`src/logic/timer_params.svh`:
```
// Constants for the 16-bit timer/event counter with mode control.
// Assumes APB byte addresses of four times each register index.
// Operation
// - Zero compare: no match at start
// - Zero compare matches on step after clear
// - Second capture ignores source select bit
// - Reverse-phase capture raises no first match
// - Then second pin edge raises first match
// - Reset clears mode control register
// - Nonzero run field starts counting
// - Run field 00 stops and clears
// - 01 free, 10 edge clear, 11 match clear
// - Toggle select 0: invert on matches
// - Toggle select 1: also on input edge
// - Set wrap flag on FFFF to 0000
// - Wrap flag cleared by 0, set by 1
// - Compare continuously; value held until rewrite
`ifndef TIMER_PARAMS_SVH
`define TIMER_PARAMS_SVH
// ==================================================
// Register indices and address layout
`define ADDR_W       18
`define RUN_IDX      16'hFFBA
`define CMP0_IDX     16'hFFB0
`define CMP1_IDX     16'hFFB1
`define CAPCTL_IDX   16'hFFB2
`define EDGE_IDX     16'hFFB3
`define COUNT_IDX    16'hFFB4
// ==================================================
// Field values and reset values
`define RUN_STOP     2'h0
`define RUN_FREE     2'h1
`define RUN_EDGE     2'h2
`define RUN_MATCH    2'h3
`define CNT_ZERO     16'h0000
`define CNT_MAX      16'hFFFF
`define CNT_ONE      16'h0001
`define EDGE_FALL    2'h0
`define EDGE_RISE    2'h1
`define EDGE_BOTH    2'h3
`define RUN_RST      4'h0
`define CAPCTL_RST   3'h0
`define EDGE_RST     4'h0
`endif

```
`src/logic/timer_pkg.sv`:
```
// Types shared by the timer/event counter.
// Assumes timer_params.svh is compiled alongside.
package timer_pkg;
  // ================================================
  // Mode control register fields
  typedef struct packed {
    logic [1:0] run_field;         // run_field_high, run_field_low
    logic       toggle_select_bit; // Toggle on input edge too
    logic       wrap_flag;         // Counter wrapped
  } run_ctrl_t;
  // ================================================
  // Capture control fields
  typedef struct packed {
    logic second_capture;          // Second register captures
    logic capture_source_select;   // First: reverse phase source
    logic first_capture;           // First register captures
  } cap_ctrl_t;
  // ================================================
  // Edge select fields
  typedef struct packed {
    logic [1:0] second_edge;       // Second pin valid edge
    logic [1:0] first_edge;        // First pin valid edge
  } edge_sel_t;
endpackage : timer_pkg

```
`src/logic/timer_event_counter.sv`:
```
// 16-bit timer/event counter with mode control, compare and capture.
// Assumes APB master, pins synchronous to pclk.
`timescale 1ns/1ps
`include "timer_params.svh"
module timer_event_counter (
  input  wire logic               pclk,              // APB clock
  input  wire logic               presetn,           // Async reset
  input  wire logic               psel,              // APB select
  input  wire logic               penable,           // APB enable
  input  wire logic               pwrite,            // APB write
  input  wire logic [`ADDR_W-1:0] paddr,             // APB address
  input  wire logic [31:0]        pwdata,            // APB wdata
  output logic      [31:0]        prdata,            // APB rdata
  output logic                    pready,            // APB ready
  output logic                    pslverr,           // APB error
  input  wire logic               first_input_pin,   // Input 0
  input  wire logic               second_input_pin,  // Input 1
  output logic                    toggle_output_pin, // Timer out
  output logic                    first_match_irq,   // Match 0
  output logic                    second_match_irq   // Match 1
);
  import timer_pkg::*;

  // ================================================
  // State
  timer_pkg::run_ctrl_t run_control_reg, run_control_next;
  timer_pkg::cap_ctrl_t capture_control_reg, capture_control_next;
  timer_pkg::edge_sel_t prescale_edge_reg, prescale_edge_next;
  logic [15:0] first_capcomp_reg, first_capcomp_next;
  logic [15:0] second_capcomp_reg, second_capcomp_next;
  logic [15:0] count_value_reg, count_value_next;
  logic        zero_arm_reg, zero_arm_next;
  logic        pin0_reg, pin0_next;
  logic        pin1_reg, pin1_next;
  logic        tout_reg, tout_next;
  logic        irq0_reg, irq0_next;
  logic        irq1_reg, irq1_next;
  logic [31:0] rdata_reg, rdata_next;
  logic        err_reg, err_next;

  // ================================================
  // Decode and pin events
  logic        running;
  logic        rise0, fall0, rise1, fall1;
  logic        valid0, valid1, rev0;
  logic        hit_run, hit_c0, hit_c1, hit_cc, hit_es, hit_cnt;
  logic        mapped, wr_en;
  logic [15:0] idx;
  logic [31:0] rmux;

  // Address match against word indices
  always_comb begin
    idx     = paddr[`ADDR_W-1:2];
    hit_run = (idx == `RUN_IDX);
    hit_c0  = (idx == `CMP0_IDX);
    hit_c1  = (idx == `CMP1_IDX);
    hit_cc  = (idx == `CAPCTL_IDX);
    hit_es  = (idx == `EDGE_IDX);
    hit_cnt = (idx == `COUNT_IDX);
    mapped  = (paddr[1:0] == 2'h0) &
              (hit_run | hit_c0 | hit_c1 | hit_cc | hit_es | hit_cnt);
    wr_en   = psel & penable & pwrite & mapped;
  end

  // Read mux; upper mode bits read zero
  always_comb begin
    rmux = 32'h0000_0000;
    if (hit_run) begin
      rmux[3:0] = run_control_reg;
    end else if (hit_c0) begin
      rmux[15:0] = first_capcomp_reg;
    end else if (hit_c1) begin
      rmux[15:0] = second_capcomp_reg;
    end else if (hit_cc) begin
      rmux[2:0] = capture_control_reg;
    end else if (hit_es) begin
      rmux[7:4] = prescale_edge_reg;
    end else if (hit_cnt) begin
      rmux[15:0] = count_value_reg;
    end
  end

  // Edge detection on both input pins
  always_comb begin
    running = (run_control_reg.run_field != `RUN_STOP);
    rise0   = first_input_pin & ~pin0_reg;
    fall0   = ~first_input_pin & pin0_reg;
    rise1   = second_input_pin & ~pin1_reg;
    fall1   = ~second_input_pin & pin1_reg;
    unique case (prescale_edge_reg.first_edge)
      `EDGE_FALL: valid0 = fall0;
      `EDGE_RISE: valid0 = rise0;
      `EDGE_BOTH: valid0 = rise0 | fall0;
      default:    valid0 = 1'b0;
    endcase
    // Reverse phase of the first pin
    unique case (prescale_edge_reg.first_edge)
      `EDGE_FALL: rev0 = rise0;
      `EDGE_RISE: rev0 = fall0;
      default:    rev0 = 1'b0;
    endcase
    unique case (prescale_edge_reg.second_edge)
      `EDGE_FALL: valid1 = fall1;
      `EDGE_RISE: valid1 = rise1;
      `EDGE_BOTH: valid1 = rise1 | fall1;
      default:    valid1 = 1'b0;
    endcase
  end

  // ================================================
  // Counter, compare, capture and output logic
  logic m0, m1, cap0, cap1, clr_edge, clr_match, wrap, rev_mode;

  always_comb begin
    rev_mode = capture_control_reg.first_capture &
               capture_control_reg.capture_source_select;
    // Compare: zero value waits for step after a clear or wrap
    if (first_capcomp_reg == `CNT_ZERO) begin
      m0 = zero_arm_reg & (count_value_reg == `CNT_ZERO);
    end else begin
      m0 = (count_value_reg == first_capcomp_reg);
    end
    if (second_capcomp_reg == `CNT_ZERO) begin
      m1 = zero_arm_reg & (count_value_reg == `CNT_ZERO);
    end else begin
      m1 = (count_value_reg == second_capcomp_reg);
    end
    m0 = m0 & running & ~capture_control_reg.first_capture;
    m1 = m1 & running & ~capture_control_reg.second_capture;
    // Capture triggers
    cap0 = running & capture_control_reg.first_capture &
           (capture_control_reg.capture_source_select ? rev0 : valid1);
    cap1 = running & capture_control_reg.second_capture &
           valid0;
    // Clear conditions per run mode
    clr_edge  = running &
                (run_control_reg.run_field == `RUN_EDGE) & valid0;
    clr_match = (run_control_reg.run_field == `RUN_MATCH) & m0;
    wrap      = running & (count_value_reg == `CNT_MAX) &
                ~clr_edge & ~clr_match;
  end

  // Next values of counter, pins, output and interrupts
  always_comb begin
    pin0_next = first_input_pin;
    pin1_next = second_input_pin;
    if (!running) begin
      count_value_next = `CNT_ZERO;
    end else if (clr_edge | clr_match) begin
      count_value_next = `CNT_ZERO;
    end else begin
      count_value_next = count_value_reg + `CNT_ONE;
    end
    // Arm zero match only after a clear or wrap, not after start
    zero_arm_next = running & (clr_edge | clr_match | wrap);
    tout_next = tout_reg;
    if (m0 | m1) begin
      tout_next = ~tout_reg;
    end else if (running & run_control_reg.toggle_select_bit &
                 valid0) begin
      tout_next = ~tout_reg;
    end
    // Reverse-phase capture gives no irq; second pin does
    irq0_next = m0 | (cap0 & ~rev_mode) |
                (running & rev_mode & valid1);
    irq1_next = m1 | cap1;
  end

  // Registers: APB writes, captures and wrap flag
  always_comb begin
    run_control_next     = run_control_reg;
    capture_control_next = capture_control_reg;
    prescale_edge_next   = prescale_edge_reg;
    first_capcomp_next   = first_capcomp_reg;
    second_capcomp_next  = second_capcomp_reg;
    if (wr_en & hit_run) begin
      run_control_next = pwdata[3:0];
    end
    if (wr_en & hit_cc) begin
      capture_control_next = pwdata[2:0];
    end
    if (wr_en & hit_es) begin
      prescale_edge_next = pwdata[7:4];
    end
    // Capture wins over a software write
    if (cap0) begin
      first_capcomp_next = count_value_reg;
    end else if (wr_en & hit_c0) begin
      first_capcomp_next = pwdata[15:0];
    end
    if (cap1) begin
      second_capcomp_next = count_value_reg;
    end else if (wr_en & hit_c1) begin
      second_capcomp_next = pwdata[15:0];
    end
    // Stop clears; wrap wins over a cleared write
    if (run_control_next.run_field == `RUN_STOP) begin
      run_control_next.wrap_flag = 1'b0;
    end else if (wrap) begin
      run_control_next.wrap_flag = 1'b1;
    end
  end

  // APB answer: data captured in setup, zero wait
  always_comb begin
    rdata_next = rdata_reg;
    err_next   = err_reg;
    if (psel & ~penable) begin
      rdata_next = pwrite ? 32'h0000_0000 : rmux;
      err_next   = ~mapped;
    end
    pready  = psel & penable;
    pslverr = psel & penable & err_reg;
    prdata  = rdata_reg;
  end

  assign toggle_output_pin = tout_reg;
  assign first_match_irq   = irq0_reg;
  assign second_match_irq  = irq1_reg;

  // ================================================
  // Flip-flops
  always_ff @(posedge pclk or negedge presetn) begin
    if (!presetn) begin
      run_control_reg     <= `RUN_RST;
      capture_control_reg <= `CAPCTL_RST;
      prescale_edge_reg   <= `EDGE_RST;
      first_capcomp_reg   <= `CNT_ZERO;
      second_capcomp_reg  <= `CNT_ZERO;
      count_value_reg     <= `CNT_ZERO;
      zero_arm_reg        <= 1'b0;
      pin0_reg            <= 1'b0;
      pin1_reg            <= 1'b0;
      tout_reg            <= 1'b0;
      irq0_reg            <= 1'b0;
      irq1_reg            <= 1'b0;
      rdata_reg           <= 32'h0000_0000;
      err_reg             <= 1'b0;
    end else begin
      run_control_reg     <= run_control_next;
      capture_control_reg <= capture_control_next;
      prescale_edge_reg   <= prescale_edge_next;
      first_capcomp_reg   <= first_capcomp_next;
      second_capcomp_reg  <= second_capcomp_next;
      count_value_reg     <= count_value_next;
      zero_arm_reg        <= zero_arm_next;
      pin0_reg            <= pin0_next;
      pin1_reg            <= pin1_next;
      tout_reg            <= tout_next;
      irq0_reg            <= irq0_next;
      irq1_reg            <= irq1_next;
      rdata_reg           <= rdata_next;
      err_reg             <= err_next;
    end
  end
endmodule : timer_event_counter

```
`config.mk`:
```
export PLATFORM = sky130hd
export DESIGN_NAME = timer_event_counter
export DESIGN_NICKNAME = d
export VERILOG_FILES = /design/src/logic/timer_pkg.sv /design/src/logic/timer_event_counter.sv
export VERILOG_INCLUDE_DIRS = /design/src /design/src/logic
export SDC_FILE = /design/constraint.sdc
export NUM_CORES = 1
export LEC_CHECK = 0
export ABC_AREA = 1
export BUFFER_PORTS_ARGS = -buffer_cell sky130_fd_sc_hd__clkbuf_2
export CELL_PAD_IN_SITES_DETAIL_PLACEMENT = 1
export CELL_PAD_IN_SITES_GLOBAL_PLACEMENT = 2
export CORE_UTILIZATION = 25
export CTS_BUF_LIST = sky130_fd_sc_hd__clkbuf_2 sky130_fd_sc_hd__clkbuf_4 sky130_fd_sc_hd__clkbuf_8
export CTS_CLUSTER_DIAMETER = 150
export DETAILED_ROUTE_END_ITERATION = 7
export PLACE_DENSITY = 0.69
export SYNTH_ARGS = -nofsm -noshare
export SYNTH_HDL_FRONTEND = slang
export SYNTH_SLANG_ARGS = --single-unit
```
`constraint.sdc`:
```
create_clock -name pclk -period 1.7 [get_ports pclk]
set_input_delay 0.085 -clock pclk [delete_from_list [all_inputs] [get_ports pclk]]
set_output_delay 0.085 -clock pclk [all_outputs]
set_load 0.01 [all_outputs]
```
Word level (Yosys, flattened, before mapping). Cells that the tools add are included.

Flip-flop bits (word level): 98. Output and inout port bits: 37. Logic and storage cells: 137.

$add $sub $neg: 1. Bitwise operators: 62. Equality and inequality tests: 15. Multiplexer cells: 28. Reductions and logical operators: 12.

Operator list (number): $mux 16 (10); $eq 16x16->1 const B (7); $logic_not 16->1 (3); $and 1x1->1 (37); $eq 16x16->1 (2); $add 16x1->16 const B (1); $mux 4 (4); $mux 13 (1); $or 1x1->1 (13); $mux 12 (1); $not 1->1 (12); $eq 2x2->1 const B (4); $logic_not 2->1 (4); $mux 8 (1); $reduce_bool 2->1 (4); $mux 1 (7); $pmux 1 s3 (2); $eq 2x1->1 const B (2); $mux 3 (1); $reduce_bool 3->1 (1); $pmux 1 s2 (1).

Depth between registers and ports, before layout. Gate-level depths: netlist (run 1).

Depth in word-level cells: 12. Gate-level depth with buffers: 14. Mapped depth without buffers: 14.

Least setup slack after synthesis (run 1). No wires, ideal clock.

Path kind: register -> register. Start point: reg pin1_reg. End point: reg first_capcomp_reg[12]. Clock period less this slack: 1799 ps. Data required time: 1574 ps. Library setup time: 126 ps. Arrival: 1673 ps. Buffers on the path: 1. Path slack: -99 ps. Stages on the path, launching flop included: 11. Cells stage by stage: dfrtp_1 -> inv_1 -> ha_1 -> or2_2 -> a22oi_1 -> nand2_1 -> nand3_1 -> clkbuf_1 -> o21ai_0 -> nand2_1 -> o21ai_0.

Word-level cells in the longest chain between the ends: 7. Elaborated cells on any way between the ends: 9.

Ends and longest elaborated chain: start, declared (line timer_event_counter.sv:34) `logic pin1_reg, pin1_next;`; start signal, assigned (line timer_event_counter.sv:248) `pin1_reg <= pin1_next;`; $not 1->1 (line timer_event_counter.sv:88) `rise1 = second_input_pin & ~pin1_reg;`; $and 1x1->1 (line timer_event_counter.sv:88); $or 1x1->1 (line timer_event_counter.sv:105) `` `EDGE_BOTH: valid1 = rise1 | fall1; ``; $pmux 1 s3 (*) (line timer_event_counter.sv:102) `unique case (prescale_edge_reg.second_edge)`; $mux 1 (*) (line timer_event_counter.sv:132) `(capture_control_reg.capture_source_select ? rev0 : valid1);`; $and 1x1->1 (*) (line timer_event_counter.sv:131) `cap0 = running & capture_control_reg.first_capture &`; $mux 16 / $reduce_bool 2->1 (equally long branches); end signal, assigned (line timer_event_counter.sv:228) `` first_capcomp_reg <= `CNT_ZERO; ``; end signal, assigned (line timer_event_counter.sv:243) `first_capcomp_reg <= first_capcomp_next;`; end, declared (line timer_event_counter.sv:29) `logic [15:0] first_capcomp_reg, first_capcomp_next;`.

Mark *: on every way between the ends. The rest lies on a longest branch, timed or not. A chain may end at the register's enable or synchronous reset.

Final worst setup path (run 1).
Start point: reg pin0_reg. End point: reg second_capcomp_reg[4].

Word-level cells in the longest chain between the ends: 6. Elaborated cells on any way between the ends: 8.

Ends and longest elaborated chain: start, declared (line timer_event_counter.sv:33) `logic pin0_reg, pin0_next;`; start signal, assigned (line timer_event_counter.sv:247) `pin0_reg <= pin0_next;`; $not 1->1 (line timer_event_counter.sv:86) `rise0 = first_input_pin & ~pin0_reg;`; $and 1x1->1 (line timer_event_counter.sv:86); $or 1x1->1 (line timer_event_counter.sv:93) `` `EDGE_BOTH: valid0 = rise0 | fall0; ``; $pmux 1 s3 (*) (line timer_event_counter.sv:90) `unique case (prescale_edge_reg.first_edge)`; $and 1x1->1 (*) (line timer_event_counter.sv:133) `cap1 = running & capture_control_reg.second_capture &`; $mux 16 / $reduce_bool 2->1 (equally long branches); end signal, assigned (line timer_event_counter.sv:229) `` second_capcomp_reg <= `CNT_ZERO; ``; end signal, assigned (line timer_event_counter.sv:244) `second_capcomp_reg <= second_capcomp_next;`; end, declared (line timer_event_counter.sv:30) `logic [15:0] second_capcomp_reg, second_capcomp_next;`.

Marked as above.

==> results of run 1 <==
-- power by group through the flow --
stage	logic (µW)	clock network [µW]	registers [µW]
floorplan	134	0	2000
global placement	287	0	2000
detailed placement	301	0	2000
CTS	323	1850	1960
global route	369	1930	1960
finish	334	1810	1960
-- how the worst max path moves through the flow --
stage	slack, ps	start	end	cells after the start
6_report	-200	pin0_reg	second_capcomp_reg[4]	7
5_1_grt	-260	pin1_reg	first_capcomp_reg[5]	11
3_5_place_dp	-370	psel	prdata[11]	9
2_1_floorplan	10	count_value_reg[0]	count_value_reg[12]	10
3_3_place_gp	-270	psel	prdata[8]	9
4_1_cts	-120	pin1_reg	first_capcomp_reg[4]	10
-- cell usage in the layout, fill, tap and decap left out, types with 9 or more instances in the layout --
master / netlist / routed
xnor2_1: 9 / 9
nor2_1: 70 / 51
o221ai_1: 10 / 10
o21ai_1: 17 / 22
nor2_2: 3 / 11
nand2_1: 164 / 138
nand3_1: 30 / 18
conb_1: 1 / 16
nand2_2: 1 / 18
o21ai_0: 66 / 46
dfrtp_1: 82 / 77
o21ai_2: 0 / 15
a21oi_1: 20 / 17
clkbuf_8: 0 / 10
buf_6: 2 / 10
clkbuf_2: 2 / 60
inv_1: 89 / 85
nand4_1: 19 / 19
nor2_4: 2 / 13
xor2_1: 24 / 23
buf_4: 18 / 144
-- routing by layer --
layer  track usage (%)  vias up  wire, µm
met4              5.10        0       595
met5                 0        -         0
li1                  -     2724         -
met3              4.19       40       993
met2              34.6      139     10700
met1              26.0     2815      9770
-- worst min-delay path: cells and delay by family --
family	cells	cell delay, ps
buffers and inverters	2	210
AO/OA/AOI/OAI	1	80
-- metrics by stage --
| stage | instances | area, µm² | setup TNS (ps) | hold WS (ps) |
|---|---|---|---|---|
| floorplan | 726 | 5300 | 0 | -211 |
| global placement | 1156 | 6800 | -8050 | -0.0993 |
| detailed placement | 1156 | 6800 | -11560 | 10.2 |
| CTS | 1188 | 7550 | -2390 | 7.52 |
| global route | 1200 | 7980 | -9670 | 20.2 |
| finish | 1200 | 7980 | -4790 | 30.7 |
-- cell type report --
| cell class | instances | area, µm² | share of cell area [%] |
|---|---|---|---|
| multi-input combinational | 508 | 3170 | 39.8 |
| tap | 270 | 338 | 4.23 |
| sequential | 82 | 2060 | 25.8 |
| inverter | 94 | 353 | 4.42 |
| clock inverter | 5 | 103 | 1.29 |
| clock buffer | 10 | 138 | 1.72 |
| timing repair buffer | 231 | 1820 | 22.8 |
-- cell families after synthesis --
kind of cell | Yosys count | synth area share (%)
xor gates and xnor gates | 33 | 5.55
muxes | 4 | 0.865
DFF | 82 | 39.4
other | 1 | 0.0720
adders and majority gates | 6 | 1.44
buffers and inverters | 136 | 11.7
AOI/OAI and AO/OA | 133 | 14.7
and+or+nand+nor | 316 | 26.3
-- repair_timing --
action | in CTS | in global routing
hold buffers | 5 | 0
setup endpoints to repair | 52 | 64
buffers inserted | 10 | 10
pin swaps | 12 | 24
hold endpoints to repair | 86 | 0
resized for setup | 85 | 85
cloned | 3 | 4
==> impl_metrics.toml, run 1 <==
[worst_hold_path]
min_path_cells = 3
hold_class = "primary input to flop"
hold_start = "pwdata[1]"
min_to = "capture_control_reg[1]"

[status]
status = "finished, violations left"
violations = "negative setup slack"

[finish]
post-route-util_pct = 39.3
drive_above_1_share_pct = 39.1
layout.nets = 989
area_growth_pct = 53.3
n_antenna_cell = 0
fill_cells = 2495

[setup_path]
cp-end-kind = "flop"
cp-start-kind = "flop"
path_cells = "ha_4, o211ai_1, nand3_2, buf_6, o21ai_0, nand2_4, o21ai_2"
cp_top_family = "compound AO/OA/AOI/OAI gates"
critical_path_class = "flop to flop"
slowest_delay_ps = 430
arrival_ps = 2220
path_max_fanout = 25
rr_worst_depth = 7
crit_buf_inv = 1
required_ps = 2020
regToRegSetupSlack_ps = -200
reg2reg_to = "second_capcomp_reg[4]"
crit_slowest_cell = "dfrtp_1"
r2r-start = "pin0_reg"

[global_routing]
grt_pass1_vias = 6002
antenna_found_initial = 0
grt_pass1_wl_um = 33300
overflow = 0
grt.total_usage_pct = 20.3
grt_max_degree = 47

[routing]
num_vias = 5718
vias_per_cell = 4.77
drt_first_pass_iters = 5
drtIter0Drc = 248
drt_wl_total_um = 22100
ant_nets = 0
wire_per_inst_um = 18.4
route.detailed.drc = 0

[floorplanning]
initial_utilization_pct = 25.6
core_area_mm2 = 0.0203
die_w_um = 146
dieArea_mm2 = 0.0214
rows = 52
die_h_um = 146
io-pin-count = 94

[place]
dp_slack_ps = -368
portBuffers = 61
dp_hpwl_um = 15600
place.gp.congestion = 0.855

[sta]
setup_viol = 51
fmax_mhz = 525
worstMarginPinSlew_ps = 723
drv_slew = 0
final_hold_viol_count = 0
finClkSkew_ps = 14.5
max-slew-margin-rel_pct = 51.8
period_needed_ps = 1900
fin_crit_sh_pct = 112
fin_ws_ps = -204
rsz0062_at_grt = "true"

[synthesis]
yosysMostFrequentCell = "nand2_1"
ys_top_cells_by_area = "dfrtp_1, nand2_1, inv_1"
synth.cell_area_mm2 = 0.00520
ys_types = 42
synth_cells = 711
synth_edf_count = 0
synth_seq_area_share_pct = 39.4
ys_ff_latch = 82
netlist_top_cells_count = "nand2_1, inv_1, dfrtp_1, nor2_1, o21ai_0"
async_flop_share_pct = 100
synthFlopType = "dfrtp_1"
yosysWarnings = 0
synth.largest_area_cell = "dfrtp_1"
netlist.area_leader.share_pct = 39.4
syn_avg_cell_area_um2 = 7.32

[pwr]
seqPwrFrac_pct = 47.7
combPwrFrac_pct = 8.1
switching_share_pct = 24.8
p_per_area_mw_per_mm2 = 515
total_power_uw = 4110
ir_drop_mv = 0.321
p_int_uw = 3090
clock_power_share_pct = 44.1
total_leakage_power_uw = 0.00388
switchingPower_uw = 1020

[clock_tree]
cts_buffers = 9
clkTransAtPathRegs_ps = 90
clkLatencyLatePin_ps = 400
numClockSinks = 82
cts_tree = "built"
clk_path_buf_depth = 2
h-tree-depth = 3
clockRootBuffer = "clkbuf_8"

[job]
cap_violations = 0
Note: power is estimated with default switching activity, not from simulation.
==> run 2: changes to the inputs <==
Settings changed: PLACE_DENSITY 0.69 to 0.67.
Clock period 1.7 ns to 2.3 ns, I/O delays scaled along.
==> impl_metrics.toml, run 2 (synthesis results as in run 1) <==
[floorplanning]
initial_utilization_pct = 25.6
core_area_mm2 = 0.0203
dieArea_mm2 = 0.0214
rows = 52
die_h_um = 146
die_w_um = 146
io-pin-count = 94

[job]
cap_violations = 0

[finish]
fill_cells = 2552
area_growth_pct = 17.9
n_antenna_cell = 0
drive_above_1_share_pct = 15.5
layout.nets = 847
mostFrequentLayoutCells = "nand2_1, inv_1, dfrtp_1"
register_area_mm2 = 0.00205
multi_input_area_mm2 = 0.00261
final_common_cell = "nand2_1"
finalInstanceArea_mm2 = 0.00614

[setup_path]
critical_path_class = "flop to flop"
cp-end-kind = "flop"
required_ps = 2560
path_max_fanout = 16
cp-start-kind = "flop"
arrival_ps = 2340

[clock_tree]
h-tree-depth = 3
clk_path_buf_depth = 2
clkLatencyLatePin_ps = 380
numClockSinks = 82
cts_buffers = 9
clockRootBuffer = "clkbuf_8"
cts_tree = "built"
clkTransAtPathRegs_ps = 100

[routing]
vias_per_cell = 4.63
drt_first_pass_iters = 6
num_vias = 4898
wire_per_inst_um = 17.1
drt_wl_total_um = 18100
ant_nets = 0
route.detailed.drc = 0
drtIter0Drc = 201

[sta]
fin_crit_sh_pct = 90.2
fmax_mhz = 482
finClkSkew_ps = 13.7
rsz0062_at_grt = "false"
final_hold_viol_count = 0
fin_setup_tns_ps = 0
drv_slew = 0
worstMarginPinSlew_ps = 1090
setup_viol = 0
hold_ws_ps = 44.4
max-slew-margin-rel_pct = 27.1
period_needed_ps = 2080

[status]
status = "finished, final reports clean"

[place]
placed_cell_area_mm2 = 0.00585
portBuffers = 61
dp_hpwl_um = 14200
place.gp.congestion = 0.825

[global_routing]
grt.total_usage_pct = 18.0
grt_pass1_wl_um = 29600
antenna_found_initial = 0
overflow = 0
grt_max_degree = 41
grt_pass1_vias = 5259

[worst_hold_path]
hold_class = "primary input to flop"

[pwr]
p_per_area_mw_per_mm2 = 492
total_leakage_power_uw = 0.00299
total_power_uw = 3020
ir_drop_mv = 0.299
==> run 2: worst max-delay path: stages (launching register included) <==
cell	delay (ps)
dfrtp_1	390
buf_4	160
inv_1	170
ha_1	180
nand4_1	90
nor2_1	130
nand2_1	80
a21oi_1	200
nand3_1	150
nand3_1	100
buf_4	230
nor3b_1	80
==> run 2: final timing paths <==
kind                               startpoint               endpoint  slack (ps)  cells past startpoint
max                        count_value_reg[0]    count_value_reg[12]         220                     11
min                                pwdata[10]  first_capcomp_reg[10]          40                      3
max reg2reg                count_value_reg[0]    count_value_reg[12]         220                     11
min reg2reg                         prdata[2]              prdata[2]         490                      2
max in group asynchronous             presetn  first_capcomp_reg[13]        1360                      3
min in group asynchronous             presetn   first_capcomp_reg[8]         260                      2
==> run 2: repair_timing <==
item | CTS | global route
setup endpoints to repair | 0 | 1
endpoints found under the hold margin | 39 | 0
gates resized for setup | 0 | 1
setup buffers | 0 | 0
hold buffers | 3 | 0
==> run 2: area by class of cell <==
cell class                      count  share of cell area [%]
Tap cell                          270                    5.50
Clock inverter                      4                    1.61
Clock buffer                       12                    2.49
Timing Repair Buffer               89                    8.77
Sequential cell                    82                    33.4
Multi-Input combinational cell    508                    42.4
Inverter                           94                    5.75
==> run 2: where the power goes <==
group	leakage, µW	switching (µW)	internal (µW)
Sequential	0.000953	4.77	1450
Clock	0.000128	592	779
Combinational	0.00191	132	65.0
==> run 2: metrics by stage <==
step / instances / worst slack (ps) / utilization, %
floorplan: 726 / 501 / -
global placement: 1040 / 169 / 28.8
detailed placement: 1040 / 192 / 28.8
CTS: 1059 / 159 / 30.2
global route: 1059 / 2.14 / 30.2
finish: 1059 / 225 / 30.2
==> run 2: per-layer routing <==
metal	wire (µm)	track usage, %
met5	0	0
met4	246	5.00
met3	379	2.25
met2	8370	28.9
met1	9140	25.3
==> run 3: changes to the inputs <==
Settings changed: ABC_AREA 1 to not set, CTS_BUF_LIST sky130_fd_sc_hd__clkbuf_2 sky130_fd_sc_hd__clkbuf_4 sky130_fd_sc_hd__clkbuf_8 to sky130_fd_sc_hd__clkbuf_4, PLACE_DENSITY 0.67 to 0.63.
==> impl_metrics.toml, run 3 <==
[worst_hold_path]
hold_class = "primary input to flop"
hold_start = "pwrite"
min_to = "prdata[2]"
min_path_cells = 3

[routing]
drt_first_pass_iters = 7
drt_wl_total_um = 15900
drtIter0Drc = 272
ant_nets = 0
route.detailed.drc = 0
num_vias = 4223
vias_per_cell = 4.84
wire_per_inst_um = 18.2

[floorplanning]
die_h_um = 142
die_w_um = 142
io-pin-count = 94
initial_utilization_pct = 25.9
core_area_mm2 = 0.0190
dieArea_mm2 = 0.0203
rows = 50

[setup_path]
required_ps = 2680
critical_path_class = "flop to flop"
cp_top_family = "simple AND/OR/NAND/NOR gates"
crit_top_cell = "xor2_1"
rr_worst_depth = 6
regToRegSetupSlack_ps = 170
cp-start-kind = "flop"
path_max_fanout = 9
path_cells = "xor2_1, or4_1, nor4_2, a31oi_1, o211ai_2, xor2_1"
crit_slowest_cell = "dfrtp_1"
arrival_ps = 2510
slowest_delay_ps = 540
reg2reg_to = "toggle_output_pin"
crit_buf_inv = 0
r2r-start = "count_value_reg[8]"
startpoint = "count_value_reg[8]"
cp-end-kind = "flop"

[status]
status = "finished, final reports clean"

[synthesis]
synth-simple-area-share_pct = 19.0
yosysMostFrequentCell = "dfrtp_1"
synthMuxAreaShare_pct = 9.01
netlist_top_cells_count = "dfrtp_1, nor2_1, nand2_1, xnor2_1, mux2i_1"
netlist.area_leader.share_pct = 41.6
synth_xor_area_share_pct = 8.35
synthFlopType = "dfrtp_1"
ys_types = 60
synth.cell_area_mm2 = 0.00493
synth_cells = 520
syn_avg_cell_area_um2 = 9.48
synth_top_family_by_area = "simple AND/OR/NAND/NOR gates"
synth_fa_ha_area_share_pct = 1.52
async_flop_share_pct = 100
yosysWarnings = 0
ys_ff_latch = 82
synth.largest_area_cell = "dfrtp_1"
synth_edf_count = 0
synth_seq_area_share_pct = 41.6
synth-compound-area-share_pct = 13.3
ys_top_cells_by_area = "dfrtp_1, mux2i_1, xnor2_1"

[job]
cap_violations = 0

[global_routing]
grt.total_usage_pct = 16.4
overflow = 0
grt_pass1_wl_um = 24800
antenna_found_initial = 1
grt_pass1_vias = 4352
grt_max_degree = 46

[sta]
drv_slew = 0
period_needed_ps = 2130
final_hold_viol_count = 0
finClkSkew_ps = 22.0
setup_viol = 0
fin_crit_sh_pct = 92.7
hold_ws_ps = 42.8
max-slew-margin-rel_pct = 61.5
fmax_mhz = 469
rsz0062_at_grt = "false"
fin_setup_tns_ps = 0
worstMarginPinSlew_ps = 577

[clock_tree]
numClockSinks = 82
clockRootBuffer = "clkbuf_4"
h-tree-depth = 3
clkTransAtPathRegs_ps = 140
clk_path_buf_depth = 2
cts_tree = "built"
cts_buffers = 9
clkLatencyLatePin_ps = 470

[pwr]
total_leakage_power_uw = 0.00265
ir_drop_mv = 0.145
p_per_area_mw_per_mm2 = 423

[finish]
final_common_cell = "dfrtp_1"
drive_above_1_share_pct = 22.5
mostFrequentLayoutCells = "dfrtp_1, clkbuf_2, nor2_1"
layout.nets = 671
register_area_mm2 = 0.00205
fill_cells = 2242
area_growth_pct = 21.3
multi_input_area_mm2 = 0.00260

[place]
portBuffers = 61
dp_hpwl_um = 12200
place.gp.congestion = 0.837
==> run 3: cell count changes in the layout (fill, tap and decap cells not counted), moves of 8 or more <==
cell / previous run / this run
a222oi_1: 0 / 10
clkbuf_4: 2 / 10
clkbuf_8: 10 / 0
dlygate4sd3_1: 3 / 21
inv_1: 89 / 12
mux2i_1: 0 / 32
nand2_1: 164 / 48
nand3_1: 30 / 8
nor2_1: 69 / 54
nor3_1: 14 / 3
o21ai_0: 66 / 28
o221ai_1: 10 / 1
xnor2_1: 9 / 35
xor2_1: 24 / 12
==> run 3: layout make-up <==
class / instances / area share [%]
antenna: 1 / 0.0419
tap: 260 / 5.44
timing repair buffer: 112 / 13.7
sequential: 82 / 34.4
clock buffer: 10 / 1.26
clock inverter: 5 / 0.942
inverter: 12 / 0.754
multi-input combinational: 391 / 43.5
==> run 3: report_power, final <==
part / internal (µW) / switching, µW / total, µW
sequential: 1450 / 2.22 / 1450
combinational: 80.7 / 125 / 205
clock: 337 / 536 / 873
==> run 3: metrics by stage <==
step                      worst slack (ps)  cell area (µm²)  util (%)  std cells  power, µW
after global routing                  34.4             5980      31.4        873       2650
after detailed placement               159             5630      29.6        836       1650
after CTS                             99.6             5970      31.4        872       2580
after floorplan                        445             4980         -        535       1570
final                                  167             5980      31.4        873       2530
after global placement                 237             5630      29.6        836       1650
==> run 3: how the worst max path moves through the flow <==
stage,to,slack (ps),depth (start not counted)
floorplan,count_value_reg[12],450,10
global placement,toggle_output_pin,240,6
detailed placement,run_control_reg[0],160,8
CTS,run_control_reg[0],100,8
global route,run_control_reg[0],30,8
finish,toggle_output_pin,170,6
==> run 3: cell families after synthesis <==
kind of cell,count (synthesis)
AO/OA/AOI/OAI,104
multiplexers,43
buffers and inverters,62
AND/OR/NAND/NOR,175
adder cells (fa/ha/maj),6
flip-flops,82
XOR/XNOR,47
other,1
==> run 3: repair_timing <==
item,in CTS,in global routing
setup buffers,0,0
resized for setup,0,2
hold buffers,21,0
setup endpoints to repair,0,1
endpoints found under the hold margin,73,0
==> run 3: worst register-to-register path: stages (launching register included) <==
cell      delay, ps
dfrtp_1         540
xor2_1          250
or4_1           440
nor4_2          310
a31oi_1         220
o211ai_2        120
xor2_1          160
==> run 3: metal layers <==
metal / global-route usage, % / up-vias / wire, µm
met4: 5.38 / 0 / 273
li1: - / 1990 / -
met3: 2.39 / 18 / 436
met1: 21.0 / 2139 / 7330
met2: 28.0 / 76 / 7870
met5: 0 / - / 0
